`config.mk`:
```
export PLATFORM = sky130hd
export DESIGN_NAME = asb_serial_ctrl
export DESIGN_NICKNAME = d
export VERILOG_FILES = /design/src/hw/asb_pkg.sv /design/src/hw/asb_serial_ctrl.sv /design/src/hw/asb_fifo.sv
export SDC_FILE = /design/constraint.sdc
export NUM_CORES = 1
export LEC_CHECK = 0
export BUFFER_PORTS_ARGS = -buffer_cell sky130_fd_sc_hd__clkbuf_2
export CAP_MARGIN = 20
export CELL_PAD_IN_SITES_DETAIL_PLACEMENT = 1
export CELL_PAD_IN_SITES_GLOBAL_PLACEMENT = 1
export CORE_UTILIZATION = 49
export DETAILED_ROUTE_END_ITERATION = 10
export MAX_ROUTING_LAYER = met4
export PLACE_DENSITY_LB_ADDON = 0.1
export SLEW_MARGIN = 20
export SYNTH_ARGS = -nofsm -noshare
export SYNTH_HDL_FRONTEND = slang
export SYNTH_SLANG_ARGS = --single-unit
```
`constraint.sdc`:
```
create_clock -name clk -period 8.2 [get_ports clk]
set_input_delay 1.64 -clock clk [delete_from_list [all_inputs] [get_ports clk]]
set_output_delay 1.64 -clock clk [all_outputs]
set_load 0.05 [all_outputs]
```
`src/hw/asb_pkg.sv`:
```
/*
 * asb_pkg: constants and carrier types for the addressable serial bus control block.
 * assumes a 100 MHz instrument clock and a fixed 8N1 character frame.
 */
package asb_pkg;

   // clock and serial timing
   localparam int unsigned CLK_FREQ_HZ     = 100000000;
   localparam int unsigned BAUD_RATE       = 9600;
   localparam int unsigned BIT_CYCLES      = CLK_FREQ_HZ / BAUD_RATE;

   // character frame and address
   localparam int unsigned CHAR_BITS       = 8;
   localparam int unsigned ADDR_BITS       = 5;
   localparam int unsigned RESP_FIFO_DEPTH = 8;
   localparam int unsigned CNT_BITS        = 16;

   // interface control codes
   localparam logic [7:0] CODE_SET_ADDR    = 8'h02;
   localparam logic [7:0] CODE_UNADDR      = 8'h03;
   localparam logic [7:0] CODE_LOCK        = 8'h04;
   localparam logic [7:0] CODE_ACK         = 8'h06;
   localparam logic [7:0] CODE_LF          = 8'h0A;
   localparam logic [7:0] CODE_CR          = 8'h0D;
   localparam logic [7:0] CODE_XON         = 8'h11;
   localparam logic [7:0] CODE_LISTEN      = 8'h12;
   localparam logic [7:0] CODE_XOFF        = 8'h13;
   localparam logic [7:0] CODE_TALK        = 8'h14;
   localparam logic [7:0] CODE_CLEAR       = 8'h18;
   localparam logic [7:0] CODE_CTRL_LIMIT  = 8'h20;
   localparam logic [7:0] ASCII_LOWER_A    = 8'h61;
   localparam logic [7:0] ASCII_LOWER_Z    = 8'h7A;
   localparam logic [7:0] ASCII_CASE_BIT   = 8'h20;

   // reset values
   localparam logic       RST_LOCKED       = 1'b0;
   localparam logic       RST_ADDRESSABLE  = 1'b0;
   localparam logic       RST_REMOTE       = 1'b0;
   localparam logic       RST_LINE_IDLE    = 1'b1;

   // received character handed to the command parser
   typedef struct packed {
      logic [7:0] data;
      logic       term;
   } asb_cmd_t;

   // interface state seen by the instrument
   typedef struct packed {
      logic locked;
      logic addressable;
      logic listen;
      logic talk;
      logic remote;
      logic paused;
   } asb_state_t;

endpackage : asb_pkg

```
`src/hw/asb_serial_ctrl.sv`:
```
/*
 * asb_serial_ctrl: addressable serial bus interface control for an instrument.
 * assumes rxd_pin is asynchronous; own_address and local_key come from logic on clk.
 */
`timescale 1ns/1ps
module asb_serial_ctrl #(
   parameter int unsigned BIT_CYCLES = asb_pkg::BIT_CYCLES,
   parameter int unsigned FIFO_DEPTH = asb_pkg::RESP_FIFO_DEPTH
) (
   // clock and reset
   input  wire logic        clk,
   input  wire logic        reset,
   // serial pins
   input  wire logic        rxd_pin,
   output logic             txd_pin,
   // configuration and front panel
   input  wire logic [4:0]  own_address,
   input  wire logic        local_key,
   // received commands
   output asb_pkg::asb_cmd_t cmd,
   output logic             cmd_valid,
   output logic             device_clear,
   // responses from the instrument
   input  wire logic [7:0]  resp_data,
   input  wire logic        resp_valid,
   output logic             resp_ready,
   // interface state
   output asb_pkg::asb_state_t state,
   output logic             remote_indicator_lamp,
   output logic             keypad_lockout
);
   localparam int unsigned CB = asb_pkg::CNT_BITS;
   localparam logic [CB-1:0] BIT_LAST  = CB'(BIT_CYCLES - 1);
   localparam logic [CB-1:0] HALF_LAST = CB'(BIT_CYCLES / 2 - 1);

   typedef enum logic [1:0] {RX_IDLE, RX_START, RX_DATA, RX_STOP} asb_rx_state_t;
   typedef enum logic [1:0] {TX_IDLE, TX_START, TX_DATA, TX_STOP} asb_tx_state_t;
   typedef enum logic       {P_CODE, P_ADDR} asb_parse_state_t;

   // bit timer expiry
   function automatic logic tick(input logic [CB-1:0] c);
      tick = (c == '0);
   endfunction : tick

   // upper-case fold of a seven-bit character
   function automatic logic [7:0] fold_case(input logic [7:0] c);
      fold_case = (c >= asb_pkg::ASCII_LOWER_A && c <= asb_pkg::ASCII_LOWER_Z) ?
                  (c & ~asb_pkg::ASCII_CASE_BIT) : c;
   endfunction : fold_case

   // receive pin synchroniser
   logic [2:0] rx_sync_q;
   logic       rx_line_q;

   always_ff @(posedge clk or posedge reset) begin
      if (reset) begin
         rx_sync_q <= {3{asb_pkg::RST_LINE_IDLE}};
         rx_line_q <= asb_pkg::RST_LINE_IDLE;
      end else begin
         rx_sync_q <= {rx_sync_q[1:0], rxd_pin};
         if (rx_sync_q[1] == rx_sync_q[2]) rx_line_q <= rx_sync_q[2];
      end
   end

   // receiver
   asb_rx_state_t rx_st_q;
   logic [CB-1:0] rx_cnt_q;
   logic [2:0]    rx_bit_q;
   logic [7:0]    rx_shift_q;
   logic          rx_strobe_q;

   always_ff @(posedge clk or posedge reset) begin
      if (reset) begin
         rx_st_q     <= RX_IDLE;
         rx_cnt_q    <= '0;
         rx_bit_q    <= '0;
         rx_shift_q  <= '0;
         rx_strobe_q <= 1'b0;
      end else begin
         rx_strobe_q <= 1'b0;
         rx_cnt_q    <= tick(rx_cnt_q) ? BIT_LAST : rx_cnt_q - 1'b1;
         case (rx_st_q)
            RX_IDLE: begin
               rx_cnt_q <= HALF_LAST;
               if (!rx_line_q) rx_st_q <= RX_START;
            end
            RX_START: begin
               if (tick(rx_cnt_q)) rx_st_q <= rx_line_q ? RX_IDLE : RX_DATA;
            end
            RX_DATA: begin
               if (tick(rx_cnt_q)) begin
                  rx_shift_q <= {rx_line_q, rx_shift_q[7:1]};
                  rx_bit_q   <= rx_bit_q + 1'b1;
                  if (rx_bit_q == 3'h7) rx_st_q <= RX_STOP;
               end
            end
            RX_STOP: begin
               if (tick(rx_cnt_q)) begin
                  rx_strobe_q <= rx_line_q;
                  rx_st_q     <= RX_IDLE;
               end
            end
            default: rx_st_q <= RX_IDLE;
         endcase
      end
   end

   // received character decode
   logic             locked_q;
   logic             addressable_q;
   logic             listen_q;
   logic             talk_q;
   logic             remote_q;
   logic             paused_q;
   logic             ack_pend_q;
   logic             addr_talk_q;
   asb_parse_state_t parse_q;

   wire [7:0] rx_char   = locked_q ? rx_shift_q : {1'b0, rx_shift_q[6:0]};
   wire       is_ctrl   = !locked_q && (rx_char < asb_pkg::CODE_CTRL_LIMIT);
   wire       addr_hit  = (rx_char[4:0] == own_address);
   wire       listening = !addressable_q || listen_q;
   wire       talk_ok   = locked_q || !addressable_q || talk_q;
   wire       c_set     = is_ctrl && rx_char == asb_pkg::CODE_SET_ADDR;
   wire       c_unaddr  = is_ctrl && rx_char == asb_pkg::CODE_UNADDR;
   wire       c_lock    = is_ctrl && rx_char == asb_pkg::CODE_LOCK;
   wire       c_lf      = is_ctrl && rx_char == asb_pkg::CODE_LF;
   wire       c_xon     = is_ctrl && rx_char == asb_pkg::CODE_XON;
   wire       c_xoff    = is_ctrl && rx_char == asb_pkg::CODE_XOFF;
   wire       c_listen  = is_ctrl && rx_char == asb_pkg::CODE_LISTEN;
   wire       c_talk    = is_ctrl && rx_char == asb_pkg::CODE_TALK;
   wire       c_clear   = is_ctrl && rx_char == asb_pkg::CODE_CLEAR;
   wire       in_addr   = rx_strobe_q && parse_q == P_ADDR;
   wire       in_code   = rx_strobe_q && parse_q == P_CODE;
   wire       deliver   = in_code && (locked_q || (listening && (c_lf || !is_ctrl)));

   // transmit side signals
   asb_tx_state_t tx_st_q;
   logic          fifo_out_valid;
   logic [7:0]    fifo_out_data;
   wire           tx_idle  = (tx_st_q == TX_IDLE);
   wire           tx_ack   = tx_idle && ack_pend_q;
   wire           tx_pop   = tx_idle && !ack_pend_q && talk_ok && fifo_out_valid &&
                             (locked_q || !paused_q);
   wire           resp_end = tx_pop && fifo_out_data == asb_pkg::CODE_LF;

   // mode, address and remote state
   logic             locked_d;
   logic             addressable_d;
   logic             listen_d;
   logic             talk_d;
   logic             paused_d;
   logic             ack_set;
   logic             addr_talk_d;
   asb_parse_state_t parse_d;

   always_comb begin
      locked_d      = locked_q;
      addressable_d = addressable_q;
      listen_d      = listen_q;
      talk_d        = talk_q;
      paused_d      = paused_q;
      ack_set       = 1'b0;
      addr_talk_d   = addr_talk_q;
      parse_d       = parse_q;
      if (resp_end && addressable_q) talk_d = 1'b0;
      if (in_addr) begin
         parse_d = P_CODE;
         if (addr_talk_q) begin
            talk_d = addr_hit && fifo_out_valid;
         end else begin
            listen_d = addr_hit;
            ack_set  = addr_hit;
         end
      end else if (in_code && is_ctrl) begin
         if (c_set && !addressable_q) begin
            addressable_d = 1'b1;
            listen_d      = 1'b0;
            talk_d        = 1'b0;
         end
         if (c_lock) begin
            locked_d      = 1'b1;
            addressable_d = 1'b0;
            listen_d      = 1'b0;
            talk_d        = 1'b0;
            paused_d      = 1'b0;
         end
         if (addressable_q && (c_unaddr || c_clear)) begin
            listen_d = 1'b0;
            talk_d   = 1'b0;
         end
         if (addressable_q && c_listen) begin
            talk_d      = 1'b0;
            addr_talk_d = 1'b0;
            parse_d     = P_ADDR;
         end
         if (addressable_q && c_talk) begin
            listen_d    = 1'b0;
            addr_talk_d = 1'b1;
            parse_d     = P_ADDR;
         end
         if (c_xoff) paused_d = 1'b1;
         if (c_xon)  paused_d = 1'b0;
      end
   end

   wire remote_set = deliver || (in_addr && addr_hit);

   always_ff @(posedge clk or posedge reset) begin
      if (reset) begin
         locked_q      <= asb_pkg::RST_LOCKED;
         addressable_q <= asb_pkg::RST_ADDRESSABLE;
         listen_q      <= 1'b0;
         talk_q        <= 1'b0;
         paused_q      <= 1'b0;
         ack_pend_q    <= 1'b0;
         addr_talk_q   <= 1'b0;
         parse_q       <= P_CODE;
         remote_q      <= asb_pkg::RST_REMOTE;
      end else begin
         locked_q      <= locked_d;
         addressable_q <= addressable_d;
         listen_q      <= listen_d;
         talk_q        <= talk_d;
         paused_q      <= paused_d;
         ack_pend_q    <= ack_set || (ack_pend_q && !tx_ack);
         addr_talk_q   <= addr_talk_d;
         parse_q       <= parse_d;
         remote_q      <= remote_set || (remote_q && !local_key);
      end
   end

   // command output
   always_ff @(posedge clk or posedge reset) begin
      if (reset) begin
         cmd          <= '0;
         cmd_valid    <= 1'b0;
         device_clear <= 1'b0;
      end else begin
         cmd_valid    <= deliver;
         device_clear <= in_code && c_clear && addressable_q;
         if (deliver) begin
            cmd.data <= locked_q ? rx_char : fold_case(rx_char);
            cmd.term <= c_lf;
         end
      end
   end

   // response buffer
   asb_fifo #(
      .WIDTH (asb_pkg::CHAR_BITS),
      .DEPTH (FIFO_DEPTH)
   ) u_resp_fifo (
      .clk       (clk),
      .reset     (reset),
      .in_valid  (resp_valid),
      .in_ready  (resp_ready),
      .in_data   (resp_data),
      .out_valid (fifo_out_valid),
      .out_ready (tx_pop),
      .out_data  (fifo_out_data)
   );

   // transmitter
   logic [CB-1:0] tx_cnt_q;
   logic [2:0]    tx_bit_q;
   logic [7:0]    tx_shift_q;

   always_ff @(posedge clk or posedge reset) begin
      if (reset) begin
         tx_st_q    <= TX_IDLE;
         tx_cnt_q   <= '0;
         tx_bit_q   <= '0;
         tx_shift_q <= '0;
         txd_pin    <= asb_pkg::RST_LINE_IDLE;
      end else begin
         tx_cnt_q <= tick(tx_cnt_q) ? BIT_LAST : tx_cnt_q - 1'b1;
         case (tx_st_q)
            TX_IDLE: begin
               tx_cnt_q <= BIT_LAST;
               txd_pin  <= 1'b1;
               if (tx_ack || tx_pop) begin
                  tx_shift_q <= tx_ack ? asb_pkg::CODE_ACK : fifo_out_data;
                  txd_pin    <= 1'b0;
                  tx_st_q    <= TX_START;
               end
            end
            TX_START: begin
               if (tick(tx_cnt_q)) begin
                  txd_pin    <= tx_shift_q[0];
                  tx_shift_q <= {1'b0, tx_shift_q[7:1]};
                  tx_bit_q   <= '0;
                  tx_st_q    <= TX_DATA;
               end
            end
            TX_DATA: begin
               if (tick(tx_cnt_q)) begin
                  tx_bit_q <= tx_bit_q + 1'b1;
                  if (tx_bit_q == 3'h7) begin
                     txd_pin <= 1'b1;
                     tx_st_q <= TX_STOP;
                  end else begin
                     txd_pin    <= tx_shift_q[0];
                     tx_shift_q <= {1'b0, tx_shift_q[7:1]};
                  end
               end
            end
            TX_STOP: begin
               if (tick(tx_cnt_q)) tx_st_q <= TX_IDLE;
            end
            default: tx_st_q <= TX_IDLE;
         endcase
      end
   end

   // status outputs
   assign state.locked          = locked_q;
   assign state.addressable     = addressable_q;
   assign state.listen          = listen_q;
   assign state.talk            = talk_q;
   assign state.remote          = remote_q;
   assign state.paused          = paused_q;
   assign remote_indicator_lamp = remote_q;
   assign keypad_lockout        = remote_q;

endmodule : asb_serial_ctrl

```
`src/hw/asb_fifo.sv`:
```
/*
 * asb_fifo: synchronous first-in first-out buffer with valid/ready on both sides.
 * assumes one clock; writer and reader handshake on the same edge.
 */
`timescale 1ns/1ps
module asb_fifo #(
   parameter int unsigned WIDTH = 8,
   parameter int unsigned DEPTH = 8
) (
   // clock and reset
   input  wire logic             clk,
   input  wire logic             reset,
   // fill side
   input  wire logic             in_valid,
   output logic                  in_ready,
   input  wire logic [WIDTH-1:0] in_data,
   // drain side
   output logic                  out_valid,
   input  wire logic             out_ready,
   output logic      [WIDTH-1:0] out_data
);
   localparam int unsigned PW = (DEPTH > 1) ? $clog2(DEPTH) : 1;
   localparam int unsigned CW = $clog2(DEPTH + 1);

   logic [WIDTH-1:0] mem_q [DEPTH];
   logic [PW-1:0]    wr_ptr_q;
   logic [PW-1:0]    rd_ptr_q;
   logic [CW-1:0]    count_q;
   wire              push = in_valid && in_ready;
   wire              pop  = out_valid && out_ready;

   function automatic logic [PW-1:0] ptr_inc(input logic [PW-1:0] p);
      ptr_inc = (p == PW'(DEPTH - 1)) ? '0 : p + 1'b1;
   endfunction : ptr_inc

   assign in_ready  = (count_q != CW'(DEPTH));
   assign out_valid = (count_q != '0);
   assign out_data  = mem_q[rd_ptr_q];

   always_ff @(posedge clk) begin
      if (push) begin
         mem_q[wr_ptr_q] <= in_data;
      end
   end

   always_ff @(posedge clk or posedge reset) begin
      if (reset) begin
         wr_ptr_q <= '0;
         rd_ptr_q <= '0;
         count_q  <= '0;
      end else begin
         if (push) wr_ptr_q <= ptr_inc(wr_ptr_q);
         if (pop)  rd_ptr_q <= ptr_inc(rd_ptr_q);
         count_q <= count_q + CW'(push) - CW'(pop);
      end
   end

endmodule : asb_fifo

```
==> results.yml <==
outcome:
  outcome: "finished, final reports clean"
sta:
  finalCritPeriodShare: 0.398
  clock_skew_ns: 0.00934
  hold_viol: 0
  max_slew_margin: 0.332
  whs_ns: 0.360
  max_freq_mhz: 306
  tns_ns: 0
  slew_viol_final: 0
  setup_viol: 0
  tightest_slew_ns: 0.994
  period_needed_ns: 3.27
  rsz0062_at_grt: "no"
critical_path:
  cp-startpoint: "u_resp_fifo.count_q[1]$_DFF_PP0_"
  endpoint: "resp_ready"
  required_ns: 6.56
  slowest_stage: "dfrtp_1"
  rr_worst_depth: 5
  cp-end-kind: "output pin"
  cp_cell_sequence: "nor2_1 > nand2_1 > clkbuf_2"
  worstSetupPathType: "reg -> out"
  cp_max_fo: 4
  path_buf_inv: 1
  arrival_ns: 1.63
  worst-path-stages: 3
  startpoint_type: "flop"
  r2r-start: "rx_cnt_q[4]$_DFF_PP0_"
  r2r_setup_slack_ns: 5.25
  critPathTopFamily: "simple AND/OR/NAND/NOR gates"
  r2r-end: "rx_shift_q[3]$_DFFE_PP0P_"
  cpPeakStageDelay_ns: 0.43
grt:
  grt_pass1_wl_um: 24900
  grt_overflow: 0
  track_usage: 0.226
  first_global_vias: 4712
  antenna_found_initial: 0
  grt_max_degree: 53
worst_hold_path:
  hold_path_class: "reg -> reg"
cts:
  htree_levels: 4
  clk-insertion-delay-late_ns: 0.42
  cts_setup_buffers: 0
  clock_path_buffers: 2
  numCtsBuffers: 17
  path_clk_slew_ns: 0.07
  root_buffer: "clkbuf_16"
  cts_hold_buf: 0
  clock_sinks: 158
  cts_resized: 0
  cts_tree: "yes"
cells_and_area:
  area_growth_pct: 12.6
  antenna_cells: 0
  regArea_sq_um: 4280
  nFillCells: 1464
  final_layout_size_suffix_gt1_frac: 0.214
  nets: 650
  stdcell_count: 805
  multi_input_area_sq_um: 2810
drt:
  ant_nets: 0
  avgRoutedWirePerCell_um: 19.2
  firstDrtPassIters: 4
  drtIter0Drc: 282
  drc_errors: 0
  wl_um: 15400
  via_count: 4505
  avgViaCountPerCell: 5.60
synthesis:
  synth_top_area_share: 0.305
  ys_seq_area_frac: 0.587
  synth_area_leaders: "dfrtp_1 (31%), edfxtp_1 (26%), mux4_2 (4.9%)"
  syn-num-nets: 613
  synthCells: 571
  yosysUniqueCellTypes: 54
  ys_warn_count: 0
  ys.flop_type: "dfrtp_1"
  synth_top_cell_by_area: "dfrtp_1"
  syn_area_sq_um: 7300
  synth-async-reset-ratio: 0.595
  synth_area_per_cell_sq_um: 12.8
  synth_edf_count: 64
  synth_seq_cells: 158
power_and_ir_drop:
  finalPower_mw: 1.89
  peakVddDrop_v: 0.000175
  power_frac_seq: 0.496
  intPower_mw: 1.39
  power_frac_comb: 0.097
  p_sw_frac: 0.261
  clkPwrFrac: 0.407
  p_per_area_nw_per_um2: 230
  p_switching_mw: 0.493
  power.leakage_nw: 3.40
die:
  rows: 44
  die_w_um: 124
  die_h_um: 124
  io_pins: 39
  dieArea_sq_um: 15400
  initial_core_util: 0.502
  core_sq_um: 14500
place:
  numPortBuffers: 38
  gp_congestion: 0.822
  place_inst: 773
  dp_hpwl_um: 10800
flow_run:
  cap_violations: 0
## per-layer routing
layer | vias to the layer above | global-route usage | wire length (um)
met1 | 2275 | 0.295 | 7140
met3 | 6 | 0.0476 | 471
met2 | 76 | 0.358 | 7730
met5 | - | - | 0
li1 | 2148 | - | -
met4 | 0 | 0.0640 | 106
## layout make-up
| type | instances | share of cell area |
|---|---|---|
| Sequential cell | 158 | 0.521 |
| Timing Repair Buffer | 41 | 0.0259 |
| Multi-Input combinational cell | 365 | 0.343 |
| Clock inverter | 15 | 0.0189 |
| Clock buffer | 17 | 0.0518 |
| Inverter | 25 | 0.0117 |
| Tap cell | 184 | 0.0280 |
## power groups by stage
stage                     Sequential [mW]  Clock, mW  Combinational [mW]
after floorplan                     0.932          0               0.130
after CTS                           0.934      0.788               0.187
final                               0.935      0.769               0.183
after global routing                0.941      0.812               0.209
after global placement              0.946          0               0.173
after detailed placement            0.949          0               0.186
## worst min-delay path by stage
| stage | startpoint | to | slack [ns] | depth (start not counted) |
|---|---|---|---|---|
| after floorplan | rx_sync_q[0]$_DFF_PP1_ | rx_sync_q[1]$_DFF_PP1_ | 0.35 | 0 |
| after global placement | rx_sync_q[0]$_DFF_PP1_ | rx_sync_q[1]$_DFF_PP1_ | 0.35 | 0 |
| after detailed placement | rx_sync_q[0]$_DFF_PP1_ | rx_sync_q[1]$_DFF_PP1_ | 0.35 | 0 |
| after CTS | rx_sync_q[0]$_DFF_PP1_ | rx_sync_q[1]$_DFF_PP1_ | 0.36 | 0 |
| after global routing | rx_sync_q[0]$_DFF_PP1_ | rx_sync_q[1]$_DFF_PP1_ | 0.36 | 0 |
| final | rx_sync_q[0]$_DFF_PP1_ | rx_sync_q[1]$_DFF_PP1_ | 0.36 | 0 |
## logic make-up (layout without fill, tap and decap cells)
family	count (synthesis)	in the layout	share of synthesized area
buf+inv	48	98	0.0290
mux	54	54	0.107
flops	158	158	0.587
compound gates	67	67	0.0621
xor+xnor	31	31	0.0372
simple gates	188	188	0.135
fa+ha+maj	25	25	0.0436
## cell usage after synthesis (9+ instances only)
| cell | n |
|---|---|
| nand2b_1 | 10 |
| mux2_2 | 29 |
| inv_1 | 25 |
| mux2i_1 | 9 |
| o21ai_0 | 17 |
| mux4_2 | 16 |
| dfrtp_1 | 89 |
| a21oi_1 | 19 |
| nor3_1 | 20 |
| nand3_1 | 12 |
| ha_1 | 23 |
| nor2_1 | 43 |
| nand2_1 | 45 |
| xor2_1 | 15 |
| xnor2_1 | 16 |
| clkbuf_1 | 12 |
| edfxtp_1 | 64 |
## stage by stage
| step | cell area, sq um | utilization | worst slack, ns |
|---|---|---|---|
| 6_report | 8210 | 0.565 | 4.93 |
| 5_1_grt | 8210 | 0.565 | 4.82 |
| 4_1_cts | 8200 | 0.564 | 4.91 |
| 3_5_place_dp | 7620 | 0.525 | 4.86 |
| 3_3_place_gp | 7620 | 0.525 | 5.05 |
| 2_1_floorplan | 7300 | - | 4.12 |
## layout by cell type, fill, tap and decap left out, types with 4 or more instances in the layout
cell	count
dfrtp_1	89
edfxtp_1	64
nand2_1	45
nor2_1	43
clkbuf_2	38
mux2_2	29
inv_1	24
ha_1	23
a21oi_1	19
nor3_1	18
o21ai_0	17
clkbuf_16	17
xnor2_1	16
mux4_2	16
xor2_1	15
nand3_1	12
nand2b_1	10
mux2i_1	9
nor2b_1	8
nor3b_1	8
nor4_1	6
nand3b_1	5
a21o_1	5
or3_1	5
nand4_1	5
inv_6	5
dfstp_2	5
or4_1	4
nor4bb_1	4
nor4b_1	4
a31oi_1	4
## flip-flops by register name, summed over array words and instances (netlist names), 2 cells and up, named ones only
| name | flops |
|---|---|
| rx_sync_q | 3 |
| u_resp_fifo.wr_ptr_q | 3 |
| tx_shift_q | 8 |
| rx_cnt_q | 16 |
| rx_shift_q | 8 |
| u_resp_fifo.count_q | 4 |
| tx_cnt_q | 16 |
| rx_bit_q | 3 |
| u_resp_fifo.rd_ptr_q | 3 |
| cmd | 9 |
| u_resp_fifo.mem_q | 64 |
| tx_bit_q | 3 |
| tx_st_q | 2 |
Note: power is estimated with default switching activity, not from simulation.
